**src/verilog/adt_pkg.sv**
```systemverilog
package adt_pkg;

    // ------------------------------------------------------------------
    // bus geometry
    // ------------------------------------------------------------------
    localparam int ADDR_W = 12;
    localparam int DATA_W = 32;

    // register indices; byte address is four times the index
    localparam logic [7:0] IDX_CTRL_A = 8'h7A;
    localparam logic [7:0] IDX_CTRL_B = 8'h7B;
    localparam logic [7:0] IDX_INPUT_OFF = 8'h7E;
    localparam logic [ADDR_W-1:0] ADDR_CTRL_A = ADDR_W'({IDX_CTRL_A, 2'h0});
    localparam logic [ADDR_W-1:0] ADDR_CTRL_B = ADDR_W'({IDX_CTRL_B, 2'h0});
    localparam logic [ADDR_W-1:0] ADDR_INPUT_OFF =
        ADDR_W'({IDX_INPUT_OFF, 2'h0});

    // ------------------------------------------------------------------
    // field positions
    // ------------------------------------------------------------------
    // converter_control_a
    localparam int BIT_ENABLE = 7;
    localparam int BIT_START = 6;
    localparam int BIT_AUTO = 5;
    localparam int BIT_DONE = 4;
    localparam int BIT_DONE_IE = 3;
    localparam int DIV_LSB = 0;
    localparam int DIV_W = 3;
    // converter_control_b
    localparam int BIT_MUX_EN = 6;
    localparam int SEL_LSB = 0;
    localparam int SEL_W = 3;
    // digital_input_disable
    localparam int OFF_LSB = 0;
    localparam int NUM_DIG_PINS = 6;

    // values after reset
    localparam logic [7:0] CTRL_A_RST = 8'h00;
    localparam logic [7:0] CTRL_B_RST = 8'h00;
    localparam logic [7:0] INPUT_OFF_RST = 8'h00;

    // trigger source codes
    localparam logic [SEL_W-1:0] SRC_FREE_RUN = 3'h0;

    // ------------------------------------------------------------------
    // carriers
    // ------------------------------------------------------------------
    typedef struct packed {
        logic psel;
        logic penable;
        logic pwrite;
        logic [ADDR_W-1:0] paddr;
        logic [DATA_W-1:0] pwdata;
        logic [3:0] pstrb;
    } adt_apb_req_s;

    typedef struct packed {
        logic [DATA_W-1:0] prdata;
        logic pready;
        logic pslverr;
    } adt_apb_rsp_s;

    // event flags, one per trigger code 7 down to 1
    typedef struct packed {
        logic t1Capture;
        logic t1Overflow;
        logic t1CompareB;
        logic t0Overflow;
        logic t0CompareA;
        logic extInt0;
        logic comparator;
    } adt_trig_s;

    typedef struct packed {
        logic convOn;
        logic convStart;
        logic [DIV_W-1:0] clkDiv;
        logic doneIrqEn;
        logic doneFlag;
        logic compMuxEn;
    } adt_conv_s;

    // ------------------------------------------------------------------
    // module state
    // ------------------------------------------------------------------
    typedef struct packed {
        logic [NUM_DIG_PINS-1:0] stage1;
        logic [NUM_DIG_PINS-1:0] stage2;
    } adt_sync_s;

    typedef struct packed {
        logic convOn;
        logic busy;
        logic autoTrig;
        logic doneFlag;
        logic doneIe;
        logic [DIV_W-1:0] clkDiv;
        logic muxEn;
        logic [SEL_W-1:0] trigSel;
        logic [NUM_DIG_PINS-1:0] inputOff;
        logic trigPrev;
        logic startPulse;
        logic [NUM_DIG_PINS-1:0] pinValue;
        logic [DATA_W-1:0] rdData;
    } adt_state_s;

    // all register fields reset to zero
    localparam adt_state_s STATE_RST = '0;

endpackage : adt_pkg

```
**src/verilog/adt_sync.sv**
```systemverilog
`timescale 1ns/100ps
module adt_sync
    import adt_pkg::*;
(
    // clock and reset
    input wire logic clk,
    input wire logic resetn,
    // pins and synchronised copy
    input wire logic [NUM_DIG_PINS-1:0] pinRaw,
    output logic [NUM_DIG_PINS-1:0] pinSync
);

    adt_sync_s s_reg;
    adt_sync_s s_next;

    // ------------------------------------------------------------------
    // two stages; only stage2 leaves this module
    // ------------------------------------------------------------------
    always_comb begin
        s_next = s_reg;
        s_next.stage1 = pinRaw;
        s_next.stage2 = s_reg.stage1;
    end

    // state register
    always_ff @(posedge clk) begin
        if (!resetn) begin
            s_reg <= '0;
        end else begin
            s_reg <= s_next;
        end
    end

    assign pinSync = s_reg.stage2;

endmodule : adt_sync

```
**src/verilog/adt_ctrl.sv**
```systemverilog
// Design decision made here: the APB slave port.
`timescale 1ns/100ps
module adt_ctrl
    import adt_pkg::*;
(
    // clock and reset
    input wire logic clk,
    input wire logic resetn,
    // register bus
    input wire adt_apb_req_s apbReq,
    output adt_apb_rsp_s apbRsp,
    // trigger event flags
    input wire adt_trig_s trig,
    // converter core
    input wire logic convDone,
    output adt_conv_s conv,
    // analog pins digital side
    input wire logic [NUM_DIG_PINS-1:0] pinRaw,
    output logic [NUM_DIG_PINS-1:0] inputBufferOff,
    output logic [NUM_DIG_PINS-1:0] pinValue
);

    adt_state_s s_reg;
    adt_state_s s_next;

    logic [NUM_DIG_PINS-1:0] pinSync;
    logic [7:0] srcVec;
    logic selFlag;
    logic trigEdge;
    logic selA;
    logic selB;
    logic selD;
    logic addrHit;
    logic access;
    logic wrA;
    logic wrB;
    logic wrD;
    logic rdSetup;
    logic finished;
    logic swStart;
    logic hwTrig;
    logic freeRun;
    logic launch;
    logic enNext;
    logic [7:0] rdByte;

    // ------------------------------------------------------------------
    // pin synchroniser
    // ------------------------------------------------------------------
    adt_sync u_sync (
        .clk(clk),
        .resetn(resetn),
        .pinRaw(pinRaw),
        .pinSync(pinSync)
    );

    // ------------------------------------------------------------------
    // trigger source selection and edge detect
    // ------------------------------------------------------------------
    // code zero has no flag, so free running can never raise an edge
    assign srcVec = {trig, 1'b0};
    assign selFlag = srcVec[s_reg.trigSel];
    // the previous sample is of the muxed flag, so a source switch
    // from clear to set looks like a rising edge
    assign trigEdge = selFlag & ~s_reg.trigPrev;

    // ------------------------------------------------------------------
    // apb decode; zero wait states
    // ------------------------------------------------------------------
    assign selA = (apbReq.paddr == ADDR_CTRL_A);
    assign selB = (apbReq.paddr == ADDR_CTRL_B);
    assign selD = (apbReq.paddr == ADDR_INPUT_OFF);
    assign addrHit = selA | selB | selD;
    assign access = apbReq.psel & apbReq.penable;
    // narrow registers sit in lane 0; other lanes are ignored
    assign wrA = access & apbReq.pwrite & apbReq.pstrb[0] & selA;
    assign wrB = access & apbReq.pwrite & apbReq.pstrb[0] & selB;
    assign wrD = access & apbReq.pwrite & apbReq.pstrb[0] & selD;
    // read data is captured in setup so it is a flop in the access phase
    assign rdSetup = apbReq.psel & ~apbReq.penable & ~apbReq.pwrite;

    // read mux; reserved bits read as zero
    always_comb begin
        rdByte = 8'h00;
        if (selA) begin
            rdByte[BIT_ENABLE] = s_reg.convOn;
            rdByte[BIT_START] = s_reg.busy;
            rdByte[BIT_AUTO] = s_reg.autoTrig;
            rdByte[BIT_DONE] = s_reg.doneFlag;
            rdByte[BIT_DONE_IE] = s_reg.doneIe;
            rdByte[DIV_LSB +: DIV_W] = s_reg.clkDiv;
        end else if (selB) begin
            rdByte[BIT_MUX_EN] = s_reg.muxEn;
            rdByte[SEL_LSB +: SEL_W] = s_reg.trigSel;
        end else if (selD) begin
            rdByte[OFF_LSB +: NUM_DIG_PINS] = s_reg.inputOff;
        end
    end

    // ------------------------------------------------------------------
    // conversion start decisions
    // ------------------------------------------------------------------
    // a completion only counts for a conversion that is running
    assign finished = convDone & s_reg.busy;
    // start may be written together with enable
    assign swStart = wrA & apbReq.pwdata[BIT_START]
        & apbReq.pwdata[BIT_ENABLE];
    // the source field is only looked at with auto trigger on
    assign hwTrig = s_reg.autoTrig & trigEdge;
    assign freeRun = s_reg.autoTrig & finished
        & (s_reg.trigSel == SRC_FREE_RUN);
    // enable as it will stand after this edge; taken from the bus and not
    // from s_next, so the start path has no loop through the state copy
    assign enNext = wrA ? apbReq.pwdata[BIT_ENABLE] : s_reg.convOn;
    // starts while busy are dropped, except at the completing cycle
    assign launch = enNext
        & (swStart | ((hwTrig | freeRun) & s_reg.convOn))
        & (~s_reg.busy | finished);

    // ------------------------------------------------------------------
    // next state
    // ------------------------------------------------------------------
    always_comb begin
        s_next = s_reg;
        // control A writes
        if (wrA) begin
            s_next.convOn = apbReq.pwdata[BIT_ENABLE];
            s_next.autoTrig = apbReq.pwdata[BIT_AUTO];
            s_next.doneIe = apbReq.pwdata[BIT_DONE_IE];
            s_next.clkDiv = apbReq.pwdata[DIV_LSB +: DIV_W];
        end
        // control B writes; reserved bits are not stored
        if (wrB) begin
            s_next.muxEn = apbReq.pwdata[BIT_MUX_EN];
            s_next.trigSel = apbReq.pwdata[SEL_LSB +: SEL_W];
        end
        // input disable writes; bits 7:6 dropped
        if (wrD) begin
            s_next.inputOff = apbReq.pwdata[OFF_LSB +: NUM_DIG_PINS];
        end
        // done flag: write one clears, a completion in the same cycle wins
        s_next.doneFlag = (s_reg.doneFlag
            & ~(wrA & apbReq.pwdata[BIT_DONE])) | finished;
        // sample the muxed flag every clock
        s_next.trigPrev = selFlag;
        s_next.startPulse = launch;
        // busy follows start and completion; disable aborts
        if (launch) begin
            s_next.busy = 1'b1;
        end else if (finished) begin
            s_next.busy = 1'b0;
        end
        if (!s_next.convOn) begin
            s_next.busy = 1'b0;
        end
        // masked pins read zero from the cycle the bit is stored
        s_next.pinValue = pinSync & ~s_next.inputOff;
        if (rdSetup) begin
            s_next.rdData = {24'h000000, rdByte};
        end
    end

    // state register
    always_ff @(posedge clk) begin
        if (!resetn) begin
            s_reg <= STATE_RST;
        end else begin
            s_reg <= s_next;
        end
    end

    // ------------------------------------------------------------------
    // outputs
    // ------------------------------------------------------------------
    assign apbRsp = '{
        prdata: s_reg.rdData,
        pready: 1'b1,
        pslverr: access & ~addrHit
    };

    assign conv = '{
        convOn: s_reg.convOn,
        convStart: s_reg.startPulse,
        clkDiv: s_reg.clkDiv,
        doneIrqEn: s_reg.doneIe,
        doneFlag: s_reg.doneFlag,
        compMuxEn: s_reg.muxEn
    };

    // buffers off straight from the register bits
    assign inputBufferOff = s_reg.inputOff;
    assign pinValue = s_reg.pinValue;
endmodule : adt_ctrl

```
**config.mk**
```make
export PLATFORM = sky130hd
export DESIGN_NAME = adt_ctrl
export DESIGN_NICKNAME = d
export VERILOG_FILES = /design/src/verilog/adt_pkg.sv /design/src/verilog/adt_sync.sv /design/src/verilog/adt_ctrl.sv
export SDC_FILE = /design/constraint.sdc
export NUM_CORES = 1
export LEC_CHECK = 0
export ABC_AREA = 1
export BUFFER_PORTS_ARGS = -buffer_cell sky130_fd_sc_hd__buf_2
export CORE_ASPECT_RATIO = 1.2
export CORE_MARGIN = 5
export CORE_UTILIZATION = 40
export DETAILED_ROUTE_END_ITERATION = 8
export PLACE_DENSITY = 0.78
export SLEW_MARGIN = 20
export SYNTH_ARGS = -nofsm -noshare
export SYNTH_HDL_FRONTEND = slang
export SYNTH_SLANG_ARGS = --single-unit
```
**constraint.sdc**
```tcl
create_clock -name clk -period 1.5 [get_ports clk]
set_clock_uncertainty 0.05 [all_clocks]
set_input_delay 0.15 -clock clk [delete_from_list [all_inputs] [get_ports clk]]
set_output_delay 0.15 -clock clk [all_outputs]
set_load 0.1 [all_outputs]
```
-- After elaboration in Yosys (flattened, before gate mapping)
Cells that the tools add are included.
- register bits after elaboration: 46
- input bits: 67
- output and inout bits: 54
- magnitude comparators: 1
- equality and inequality tests: 3
- mux-type cells: 12
- bitwise logic cells: 35
- reduce and logical (&&, ||, !) cells: 3
- operators by type and width (kind ; count):
    12-bit by 9-bit equality test with 1-bit output (second input constant) ; 3
    1-bit bitwise AND ; 21
    6-bit two-way mux ; 2
    7-bit two-way mux ; 1
    6-bit bitwise AND ; 1
    1-bit two-way mux ; 6
    3-bit two-way mux ; 2
    1-bit NOT ; 6
    6-bit NOT ; 1
    1-bit OR ; 6
    3-bit by 4-bit < comparator with 1-bit output (second input constant) ; 1
    1-bit binary-select mux with 3-bit select ; 1
    3-bit zero test ; 1
    2-bit AND reduction ; 1
    2-bit nonzero test ; 1

-- Longest topological paths before layout
Gate-level depths: netlist (run 1).
- depth in word-level cells: 10
- depth in mapped cells: 10
- mapped depth without buffers: 10

-- Cells and area by module
From an unflattened synthesis (run 1), not the netlist that was laid out.
- cells, all modules: 328
- area total of the unflattened synthesis: 2478.6 um^2
- modules (own cells, without submodules) (module ; instances ; cells an instance ; area each (um^2)):
    adt_ctrl ; 1 ; 291 ; 2137.0
    adt_sync ; 1 ; 37 ; 341.6

-- Least setup slack after synthesis (run 1)
OpenSTA, ideal clock, no wires.
- path kind: input -> output
- from: input apbReq[43] in the netlist's numbering
- to: output apbRsp[0] in the netlist's numbering
- data arrival time: 2808 ps
- data required time: 1300 ps
- path slack: -1508 ps
- stages on the path: 5
- buffers on the path: 1
- cell sequence: nand2_1 > nor4_4 > and2_1 > buf_6 > nor3b_1
- RTL lines (item ; line ; RTL):
    start, declared ; adt_ctrl.sv:10 ; input wire adt_apb_req_s apbReq,
    end, declared ; adt_ctrl.sv:11 ; output adt_apb_rsp_s apbRsp,

-- Worst setup path after layout (run 1)
- from: register s_reg (netlist bit conv[2])
- to: output conv[2] in the netlist's numbering
- RTL lines (item ; line ; RTL):
    start, declared ; adt_ctrl.sv:23 ; adt_state_s s_reg;
    start signal, assigned ; adt_ctrl.sv:168 ; s_reg <= s_next;
    end, declared ; adt_ctrl.sv:16 ; output adt_conv_s conv,
No word-level cell between the ends.

==> summary.md, run 1 <==
| Metric | Value |
|---|---|
| Run status | `complete, no violations` |
| Peak per-stage delay on the critical path | `450 ps` |
| Worst-path fanout max | `3` |
| Highest attainable clock frequency | `0.736 GHz` |
| WP buf/inv | `1` |
| Ranking of synthesized cells by instance count | `nand2_1 (72), buf_4 (53), dfxtp_1 (46), inv_1 (46), nand3_1 (30)` |
| Total power | `2.77 mW` |
| Number of flip-flops and latches in the synthesized netlist | `46` |
| Weighted congestion reported at the end of routability-driven placement | `0.954` |
| Element type at the critical path end | `primary output` |
| Max-cap viol count | `0` |
| Number of warning messages in the yosys log | `0` |
| Worst Path Arrival | `1160 ps` |
| Die height | `94.6 µm` |
| Num CTS Buffers | `5` |
| Final Slew Violations | `0` |
| Area contributors post-synth | `dfxtp_1 (39%), buf_4 (17%), nand2_1 (11%), inv_1 (7.2%), nand3_1 (6.3%)` |
| Average detailed-routed wire length per instance | `11.7 µm` |
| Placement Cell Area | `2620 µm²` |
| Min-delay worst type | `input port to register` |
| Largest net degree at the start of global routing | `27` |
| Final TNS setup | `0 ps` |
| Total global routing overflow | `0` |
| Fraction of final layout cells sized beyond drive strength 1 | `27.1%` |
| Effective utilization at floorplan | `41.6%` |
| Power density of the placed cells | `991 nW/µm²` |
| Clock tree from TritonCTS | `done` |
| Clock sink count | `46` |
| Net count, final | `450` |
| Most frequent cell after synthesis | `nand2_1` |
| Number of enable flip-flop cells after synthesis | `0` |
| Antenna diode count | `0` |
| Chain of cells forming the critical path | `buf_2` |
| Post CTS Setup Buffer Count | `0` |
| Via count of the first global-routing pass | `1941` |
| Leakage power figure | `1.47 nW` |
| Setup violations, final | `0` |
| HPWL Detailed | `4410 µm` |
| Sequential cell area fraction in the yosys report | `38.6%` |
| Internal power | `1.85 mW` |
| Initial antenna violation count | `0` |
| H-tree levels | `2` |
| Share of the cycle needed by the critical path after routing | `90.5%` |
| Synthesized instance count | `332` |
| Clock Path Buffers | `2` |
| Sort of element at the start of the critical path | `register` |
| Gate family responsible for the most delay along the worst path | `buffers and inverters` |
| Die width | `80.5 µm` |
| Number of routed nets with antenna violations | `0` |
| Routed WL | `5440 µm` |
| Slowest-stage cell, CP | `buf_2` |
| Total core area | `5740 µm²` |
| Area overhead of the layout relative to synthesis | `17.0%` |
| Global-route usage over all layers | `14.2%` |
| Relative contribution of combinational cells to total power | `22.0%` |
| Final count of hold timing violations | `0` |
| DRT iter0 DRCs | `146` |
| Site row count | `30` |
| Share of the synthesized area in the top cell type | `38.6%` |
| Net switching share of the total power | `33.3%` |
| Clock transition at the registers of the reported paths | `90 ps` |
| Number of vias per cell | `4.36` |
| Setup repair after global routing missed its margin | `no` |
| Utilization of the core after routing | `48.6%` |
| Layer with the highest usage after global routing | `met2` |
| DR pass1 iterations | `6` |
| Met2 Resource Use GR | `24.5%` |
| Final worst path period need | `1360 ps` |
| Share of synthesized flip-flops with an asynchronous set or reset | `0%` |
| Count of cell types in the netlist | `26` |
| Root Buffer | `clkbuf_8` |
| Count of input and output buffers | `68` |
| Required time at the worst-slack endpoint | `1300 ps` |
| Die footprint | `7620 µm²` |
| Via count | `2021` |
| Part of the power in the clock network | `32.6%` |
| Number of top-level pins | `121` |
| Post-synth top flop | `dfxtp_1` |
| Clock latency on the worst-skew pair | `300 ps` |
| GR Layer Usage met1 | `16.4%` |
| Peak ir drop on the vdd network | `0.485 mV` |
| Met3 GRT Util | `3.91%` |
| DRC violations left | `0` |
| Syn Std Cell Area | `2390 µm²` |
| Mean area per synthesized cell | `7.19 µm²` |
| Finished Cell Area | `2790 µm²` |
| Startpoint-to-endpoint class of the critical path | `register to primary output` |
| Wire length of the first global-routing pass | `8460 µm` |
| Cell accounting for the most synthesized area | `dfxtp_1` |
| Sequential Power Share | `45.4%` |
| Switching Power | `0.921 mW` |
| Fill cell total of the finished layout | `581` |
power groups by stage:
stage | Clock [mW] | Sequential (mW) | Combinational [mW]
after floorplan | 0 | 1.29 | 0.552
after global placement | 0 | 1.29 | 0.592
after detailed placement | 0 | 1.29 | 0.596
after CTS | 0.922 | 1.26 | 0.610
after global routing | 0.969 | 1.26 | 0.639
final | 0.902 | 1.26 | 0.609
placed cells by master (no fill, tap or decap), types with 2 or more instances in the layout:
cell type	count
nand2_1	71
buf_2	67
dfxtp_1	45
inv_1	41
nand3_1	28
conb_1	25
nor2_1	22
a21oi_1	14
nand4_1	7
buf_4	7
o21ai_0	6
a211oi_1	6
dlygate4sd3_1	6
clkbuf_8	5
nor2_4	4
inv_2	3
nand2_2	3
o211ai_1	3
nand3_4	2
nor2_2	2
nor3_1	2
metrics by stage:
step	hold WS, ps	cells	setup slack, ps
after CTS	80.2	464	151
final	87.3	464	142
after floorplan	198	355	-98.6
after detailed placement	286	450	73.1
after global placement	283	450	112
after global routing	101	464	70.9
cell type report:
class / instances / area [µm²] / area share [%]
clock buffers: 6 / 72.6 / 2.60
clock inverters: 2 / 37.5 / 1.34
inverters: 47 / 196 / 7.03
multi-input cells: 202 / 997 / 35.7
flip-flops and latches: 46 / 922 / 33.0
well taps: 80 / 100 / 3.58
repair buffers: 81 / 468 / 16.7
per-layer routing:
layer,wire (µm),up-vias
li1,-,1063
met1,2200,878
met2,2650,71
met3,480,9
met4,120,0
met5,0,-
kinds of logic (layout without fill, tap and decap cells):
| group | count (synthesis) | after routing | synth area share, % |
|---|---|---|---|
| other | 2 | 25 | 0.315 |
| DFF | 46 | 46 | 38.6 |
| buffers and inverters | 107 | 136 | 25.5 |
| and+or+nand+nor | 146 | 146 | 27.9 |
| AOI/OAI and AO/OA | 31 | 31 | 7.65 |
repair_timing:
action / CTS / global route
hold buffers: 6 / 0
resized for setup: 0 / 1
setup endpoints to repair: 0 / 2
hold endpoints to repair: 6 / 0
worst paths after layout:
check	from	endpoint	slack [ps]	cells past startpoint
max	conv[2]	conv[2]	140	1
min	apbReq[7]	conv[2]	90	3
max reg2reg	s_reg[46]	s_reg[56]	240	10
min reg2reg	u_sync.s_next[1]	u_sync.pinSync[1]	360	2
Note: power is estimated with default switching activity, not from simulation.
==> run 2, diff against run 1 <==
ABC_AREA = 0   (was 1)
HOLD_SLACK_MARGIN = 0.03   (was not set)
PLACE_DENSITY = 0.79   (was 0.78)
==> run 2 against run 1 <==
Compared with the run above:
- the run now ends with negative setup slack left
- routed wire length is 0.64% lower
- combinational power down 5.9%
- global-route usage up 0.97 points
- clock-buffer cell count unchanged
- critical path type is now register to register
- core utilization is 0.076 points higher
- register-to-register slack lost 320 ps
==> summary.md, run 2 <==
| Metric | Value |
|---|---|
| Run status | `finished with violations` |
| Failing checks | `negative setup slack` |
| Number of cells on the worst reg-to-reg path | `4` |
| DR pass1 iterations | `4` |
| Sort of element at the start of the critical path | `register` |
| Peak ir drop on the vdd network | `0.566 mV` |
| Clock latency on the worst-skew pair | `300 ps` |
| Largest net degree at the start of global routing | `26` |
| Final worst path period need | `1580 ps` |
| Count of input and output buffers | `68` |
| Fraction of final layout cells sized beyond drive strength 1 | `36.7%` |
| Via count of the first global-routing pass | `1825` |
| Met2 wire length | `2590 µm` |
| Area overhead of the layout relative to synthesis | `20.0%` |
| Global-route usage over all layers | `15.1%` |
| Worst setup slack after layout | `-84.4 ps` |
| Total length of routed met3 wires | `440 µm` |
| HPWL Detailed | `4210 µm` |
| Chain of cells forming the critical path | `mux2i_1 > mux4_2 > o31a_1 > a311oi_2` |
| Ranking of synthesized cells by instance count | `buf_4 (53), dfxtp_1 (46), a21oi_1 (25)` |
| Reg2Reg Setup Slack | `-80 ps` |
| WP buf/inv | `0` |
| Placed insts | `364` |
| Sequential cell area fraction in the yosys report | `40.6%` |
| Number of routed nets with antenna violations | `0` |
| Root Buffer | `clkbuf_8` |
| Leakage power figure | `1.20 nW` |
| Post-synth top flop | `dfxtp_1` |
| Synthesized instance count | `251` |
| Effective utilization at floorplan | `40.6%` |
| Syn Std Cell Area | `2270 µm²` |
| Uppermost routed layer | `met4` |
| Path length in cells of the critical path | `4` |
| Number of top-level pins | `121` |
| Most common cell after layout, fill and taps aside | `buf_2` |
| Worst-path fanout max | `5` |
| Area contributors post-synth | `dfxtp_1 (41%), buf_4 (18%), a21oi_1 (5.5%), and2_1 (3.9%), o21ai_0 (3.5%)` |
| Gate family responsible for the most delay along the worst path | `multiplexers` |
| Internal power | `1.69 mW` |
| Total global routing overflow | `0` |
| Share of the cycle needed by the critical path after routing | `106%` |
| Mean area per synthesized cell | `9.05 µm²` |
| Weighted congestion reported at the end of routability-driven placement | `0.862` |
| Max-cap viol count | `0` |
| Wire length of the first global-routing pass | `8580 µm` |
| Final Non-Filler Cells | `380` |
| Relative contribution of combinational cells to total power | `22.3%` |
| Setup repair after global routing missed its margin | `yes` |
| Total core area | `5590 µm²` |
| Number of vias per cell | `5.04` |
| Final Slew Violations | `0` |
| Terminus of the critical flop-to-flop path | `s_reg[56]` |
| DRT iter0 DRCs | `76` |
| Setup violations, final | `1` |
| Required time at the worst-slack endpoint | `1660 ps` |
| Element type at the critical path end | `register` |
| Net switching share of the total power | `34.2%` |
| Share of the synthesized area in the top cell type | `40.6%` |
| Highest attainable clock frequency | `0.631 GHz` |
| Clock Path Buffers | `2` |
| Clock sink count | `46` |
| Num CTS Buffers | `5` |
| Worst Setup EP | `s_reg[56]` |
| Final count of hold timing violations | `0` |
| Initial antenna violation count | `0` |
| Source of the critical timing path | `s_reg[47]` |
| Number of warning messages in the yosys log | `0` |
| Die height | `92.5 µm` |
| Worst r2r src | `s_reg[47]` |
| Commonest cells after routing, fill and taps aside | `buf_2 (67), dfxtp_1 (45), a21oi_1 (25), conb_1 (25), buf_4 (20)` |
| Antenna diode count | `0` |
| Site row count | `30` |
| Sequential Power Share | `48.8%` |
| Die width | `78.8 µm` |
| Share of synthesized flip-flops with an asynchronous set or reset | `0%` |
| Via count | `1916` |
| Die footprint | `7290 µm²` |
| Cell accounting for the most synthesized area | `dfxtp_1` |
| Clock tree from TritonCTS | `done` |
| Average detailed-routed wire length per instance | `14.2 µm` |
| Worst Path Arrival | `1750 ps` |
| H-tree levels | `2` |
| Clock transition at the registers of the reported paths | `80 ps` |
| Switching Power | `0.878 mW` |
| Count of cell types in the netlist | `39` |
| Min-delay worst type | `input port to register` |
| Metal-1 WL | `2200 µm` |
| Most frequent cell after synthesis | `buf_4` |
| Part of the power in the clock network | `28.9%` |
| Final TNS setup | `-84.4 ps` |
| Net count, final | `382` |
| Number of flip-flops and latches in the synthesized netlist | `46` |
| Number of enable flip-flop cells after synthesis | `0` |
| Slowest-stage cell, CP | `mux4_2` |
| Power density of the placed cells | `941 nW/µm²` |
| Peak per-stage delay on the critical path | `480 ps` |
| Startpoint-to-endpoint class of the critical path | `register to register` |
| Routed WL | `5410 µm` |
| DRC violations left | `0` |
run 2: through the flow:
step                      instance area [µm²]  total power [mW]  hold WS, ps  setup WS (ps)  utilization [%]
after detailed placement                 2520              1.83          309           -233             45.0
final                                    2730              2.56         63.6          -84.4             48.7
after global routing                     2730              2.66         75.7           -154             48.7
after CTS                                2700              2.58         57.8          -95.6             48.3
after global placement                   2520              1.83          306           -197             45.0
after floorplan                          2400              1.79          227           -135                -
run 2: kinds of logic (layout without fill, tap and decap cells):
kind of cell / after synthesis / count (layout) / share of synthesized area [%]
AND/OR/NAND/NOR: 78 / 78 / 21.5
multiplexers: 9 / 9 / 4.74
buffers and inverters: 65 / 107 / 20.2
AO/OA/AOI/OAI: 51 / 51 / 12.6
other: 2 / 25 / 0.331
flip-flops: 46 / 46 / 40.6
run 2: cell type report:
cell class | count | area (µm²)
inverter | 2 | 7.51
clock buffer | 6 | 72.6
sequential | 46 | 925
tap | 64 | 80.1
timing repair buffer | 97 | 599
fill | 549 | 2870
multi-input combinational | 163 | 1030
clock inverter | 2 | 13.8
run 2: power groups by stage:
stage | Clock, mW | Sequential [mW] | Combinational [mW]
2_1_floorplan | 0 | 1.28 | 0.506
3_3_place_gp | 0 | 1.28 | 0.546
3_5_place_dp | 0 | 1.28 | 0.550
4_1_cts | 0.759 | 1.25 | 0.568
5_1_grt | 0.809 | 1.25 | 0.595
6_report | 0.741 | 1.25 | 0.573
run 2: layer usage:
layer  GRT usage, %  up-vias
met5              0        -
li1               -      925
met2           25.1       83
met1           17.4      892
met4           7.73        0
met3           4.57       16
run 2: worst reg2reg max path, cell delays in order (launching register included):
cell and delay, ps:
dfxtp_4 370, mux2i_1 110, mux4_2 480, o31a_1 290, a311oi_2 200
run 2: repair_timing:
item                       in CTS  in global routing
hold endpoints to repair        6                  0
gates resized for setup         5                  4
buffers inserted                2                  0
setup endpoints to repair       3                  3
hold buffers                    6                  0
pin swaps                       4                  2
run 2: how the worst min path moves through the flow:
| stage | start | cells past startpoint | to | slack [ps] |
|---|---|---|---|---|
| floorplan | pinRaw[0] | 1 | u_sync.s_next[0] | 230 |
| global placement | pinRaw[5] | 2 | u_sync.s_next[5] | 310 |
| detailed placement | pinRaw[3] | 2 | u_sync.s_next[3] | 310 |
| CTS | apbReq[7] | 3 | conv[2] | 60 |
| global route | apbReq[7] | 3 | conv[2] | 80 |
| finish | apbReq[7] | 3 | conv[2] | 60 |
==> run 3, diff against run 2 <==
CORE_UTILIZATION = 35   (was 40)
PLACE_DENSITY = 0.71   (was 0.79)
==> run 3 against run 2 <==
Compared with the run above:
- worst setup slack better by 5.0 ps
- critical path type unchanged
- routed wire length up 1.4%
- sequential cell count unchanged
- highest routed layer unchanged
- the run still ends with negative setup slack left
- clock-buffer cell count unchanged
- power down 0.81%
==> summary.md, run 3 (synthesized netlist as in run 2, its figures left out) <==
| Metric | Value |
|---|---|
| Run status | `finished with violations` |
| Failing checks | `negative setup slack` |
| Startpoint of the most critical hold path | `apbReq[7]` |
| DR pass1 iterations | `4` |
| Wire length of the first global-routing pass | `8800 µm` |
| Share of the cycle needed by the critical path after routing | `105%` |
| Via count of the first global-routing pass | `1847` |
| DRT iter0 DRCs | `180` |
| Num CTS Buffers | `5` |
| Element type at the critical path end | `register` |
| Antenna diode count | `0` |
| Count of input and output buffers | `68` |
| Routed WL | `5490 µm` |
| Most common cell after layout, fill and taps aside | `buf_2` |
| Initial antenna violation count | `0` |
| Weighted congestion reported at the end of routability-driven placement | `0.880` |
| Number of routed nets with antenna violations | `0` |
| Worst hold stages | `3` |
| Sort of element at the start of the critical path | `register` |
| Via count | `1847` |
| Highest attainable clock frequency | `0.633 GHz` |
| Net count, final | `379` |
| Terminus of the critical flop-to-flop path | `s_reg[56]` |
| Power density of the placed cells | `945 nW/µm²` |
| Clock tree from TritonCTS | `done` |
| Clock transition at the registers of the reported paths | `90 ps` |
| DRC violations left | `0` |
| Worst Setup EP | `s_reg[56]` |
| Number of top-level pins | `121` |
| Total power | `2.54 mW` |
| Worst r2r src | `s_reg[47]` |
| Average detailed-routed wire length per instance | `13.8 µm` |
| HPWL Detailed | `4350 µm` |
| Startpoint-to-endpoint class of the critical path | `register to register` |
| Commonest cells after routing, fill and taps aside | `buf_2 (67), dfxtp_1 (45), a21oi_1 (25), conb_1 (25), buf_4 (19)` |
| Global-route usage over all layers | `13.3%` |
| Die footprint | `8210 µm²` |
| Final Slew Violations | `0` |
| Peak ir drop on the vdd network | `0.679 mV` |
| H-tree levels | `2` |
| Leakage power figure | `1.17 nW` |
| Worst Path Arrival | `1740 ps` |
| Setup violations, final | `2` |
| Total global routing overflow | `0` |
| Area overhead of the layout relative to synthesis | `18.5%` |
| Final Non-Filler Cells | `398` |
| Required time at the worst-slack endpoint | `1660 ps` |
| Min-delay worst type | `input port to register` |
| Site row count | `32` |
| Clock sink count | `46` |
| Source of the critical timing path | `s_reg[47]` |
| Die width | `83.5 µm` |
| Worst-path fanout max | `5` |
| Placed insts | `383` |
| Effective utilization at floorplan | `35.7%` |
| Worst setup slack after layout | `-79.4 ps` |
| Max-cap viol count | `0` |
| Fraction of final layout cells sized beyond drive strength 1 | `35.8%` |
| Largest net degree at the start of global routing | `26` |
| Die height | `98.2 µm` |
| Setup repair after global routing missed its margin | `yes` |
| Total core area | `6370 µm²` |
| Number of cells on the worst reg-to-reg path | `4` |
| Hold WS | `53.5 ps` |
| Final worst path period need | `1580 ps` |
| Root Buffer | `clkbuf_8` |
| Reg2Reg Setup Slack | `-80 ps` |
| Clock Path Buffers | `2` |
| Final count of hold timing violations | `0` |
| Number of vias per cell | `4.64` |
| Clock latency on the worst-skew pair | `290 ps` |
run 3: how the worst min path moves through the flow:
stage                       endpoint  slack (ps)
finish                       conv[2]          50
global route                 conv[2]          50
CTS                          conv[2]          50
detailed placement  u_sync.s_next[4]         310
global placement    u_sync.s_next[3]         310
floorplan           u_sync.s_next[0]         230
run 3: per-layer routing:
layer / up-vias / wire (µm) / track usage, %
li1: 922 / - / -
met1: 834 / 2330 / 15.9
met2: 84 / 2650 / 22.5
met3: 7 / 437 / 4.47
met4: 0 / 74 / 4.08
met5: - / 0 / 0
run 3: area by class of cell:
class / count / area [µm²]
clock buffers: 6 / 72.6
clock inverters: 2 / 13.8
fillers: 631 / 3670
inverters: 2 / 7.51
multi-input cells: 163 / 997
flip-flops and latches: 46 / 925
well taps: 85 / 106
repair buffers: 94 / 569
run 3: stage by stage:
step                util, %  TNS [ps]  setup slack, ps  cell area, µm²
global placement       39.7     -1700             -160            2530
finish                 42.3     -81.1            -79.4            2690
global route           42.3      -194             -139            2690
CTS                    42.3     -91.9            -76.0            2690
floorplan                 -      -868             -135            2400
detailed placement     39.7     -2340             -194            2530
run 3: critical path, cell delays in order (launching register included):
cell	delay (ps)
dfxtp_4	370
mux2i_1	120
mux4_2	480
o31a_1	290
a311oi_2	190
run 3: power breakdown:
| part | internal [mW] | switching, mW |
|---|---|---|
| Sequential | 1.24 | 0.00632 |
| Clock | 0.329 | 0.405 |
| Combinational | 0.103 | 0.455 |
| Total | 1.68 | 0.867 |
run 3: timing repair:
item                                    4_1_cts  5_1_grt
pin swaps                                     2        1
hold endpoints to repair                      6        0
buffers inserted                              2        0
endpoints found under the setup margin        3        3
resized for setup                             3        1
hold buffers                                  6        0
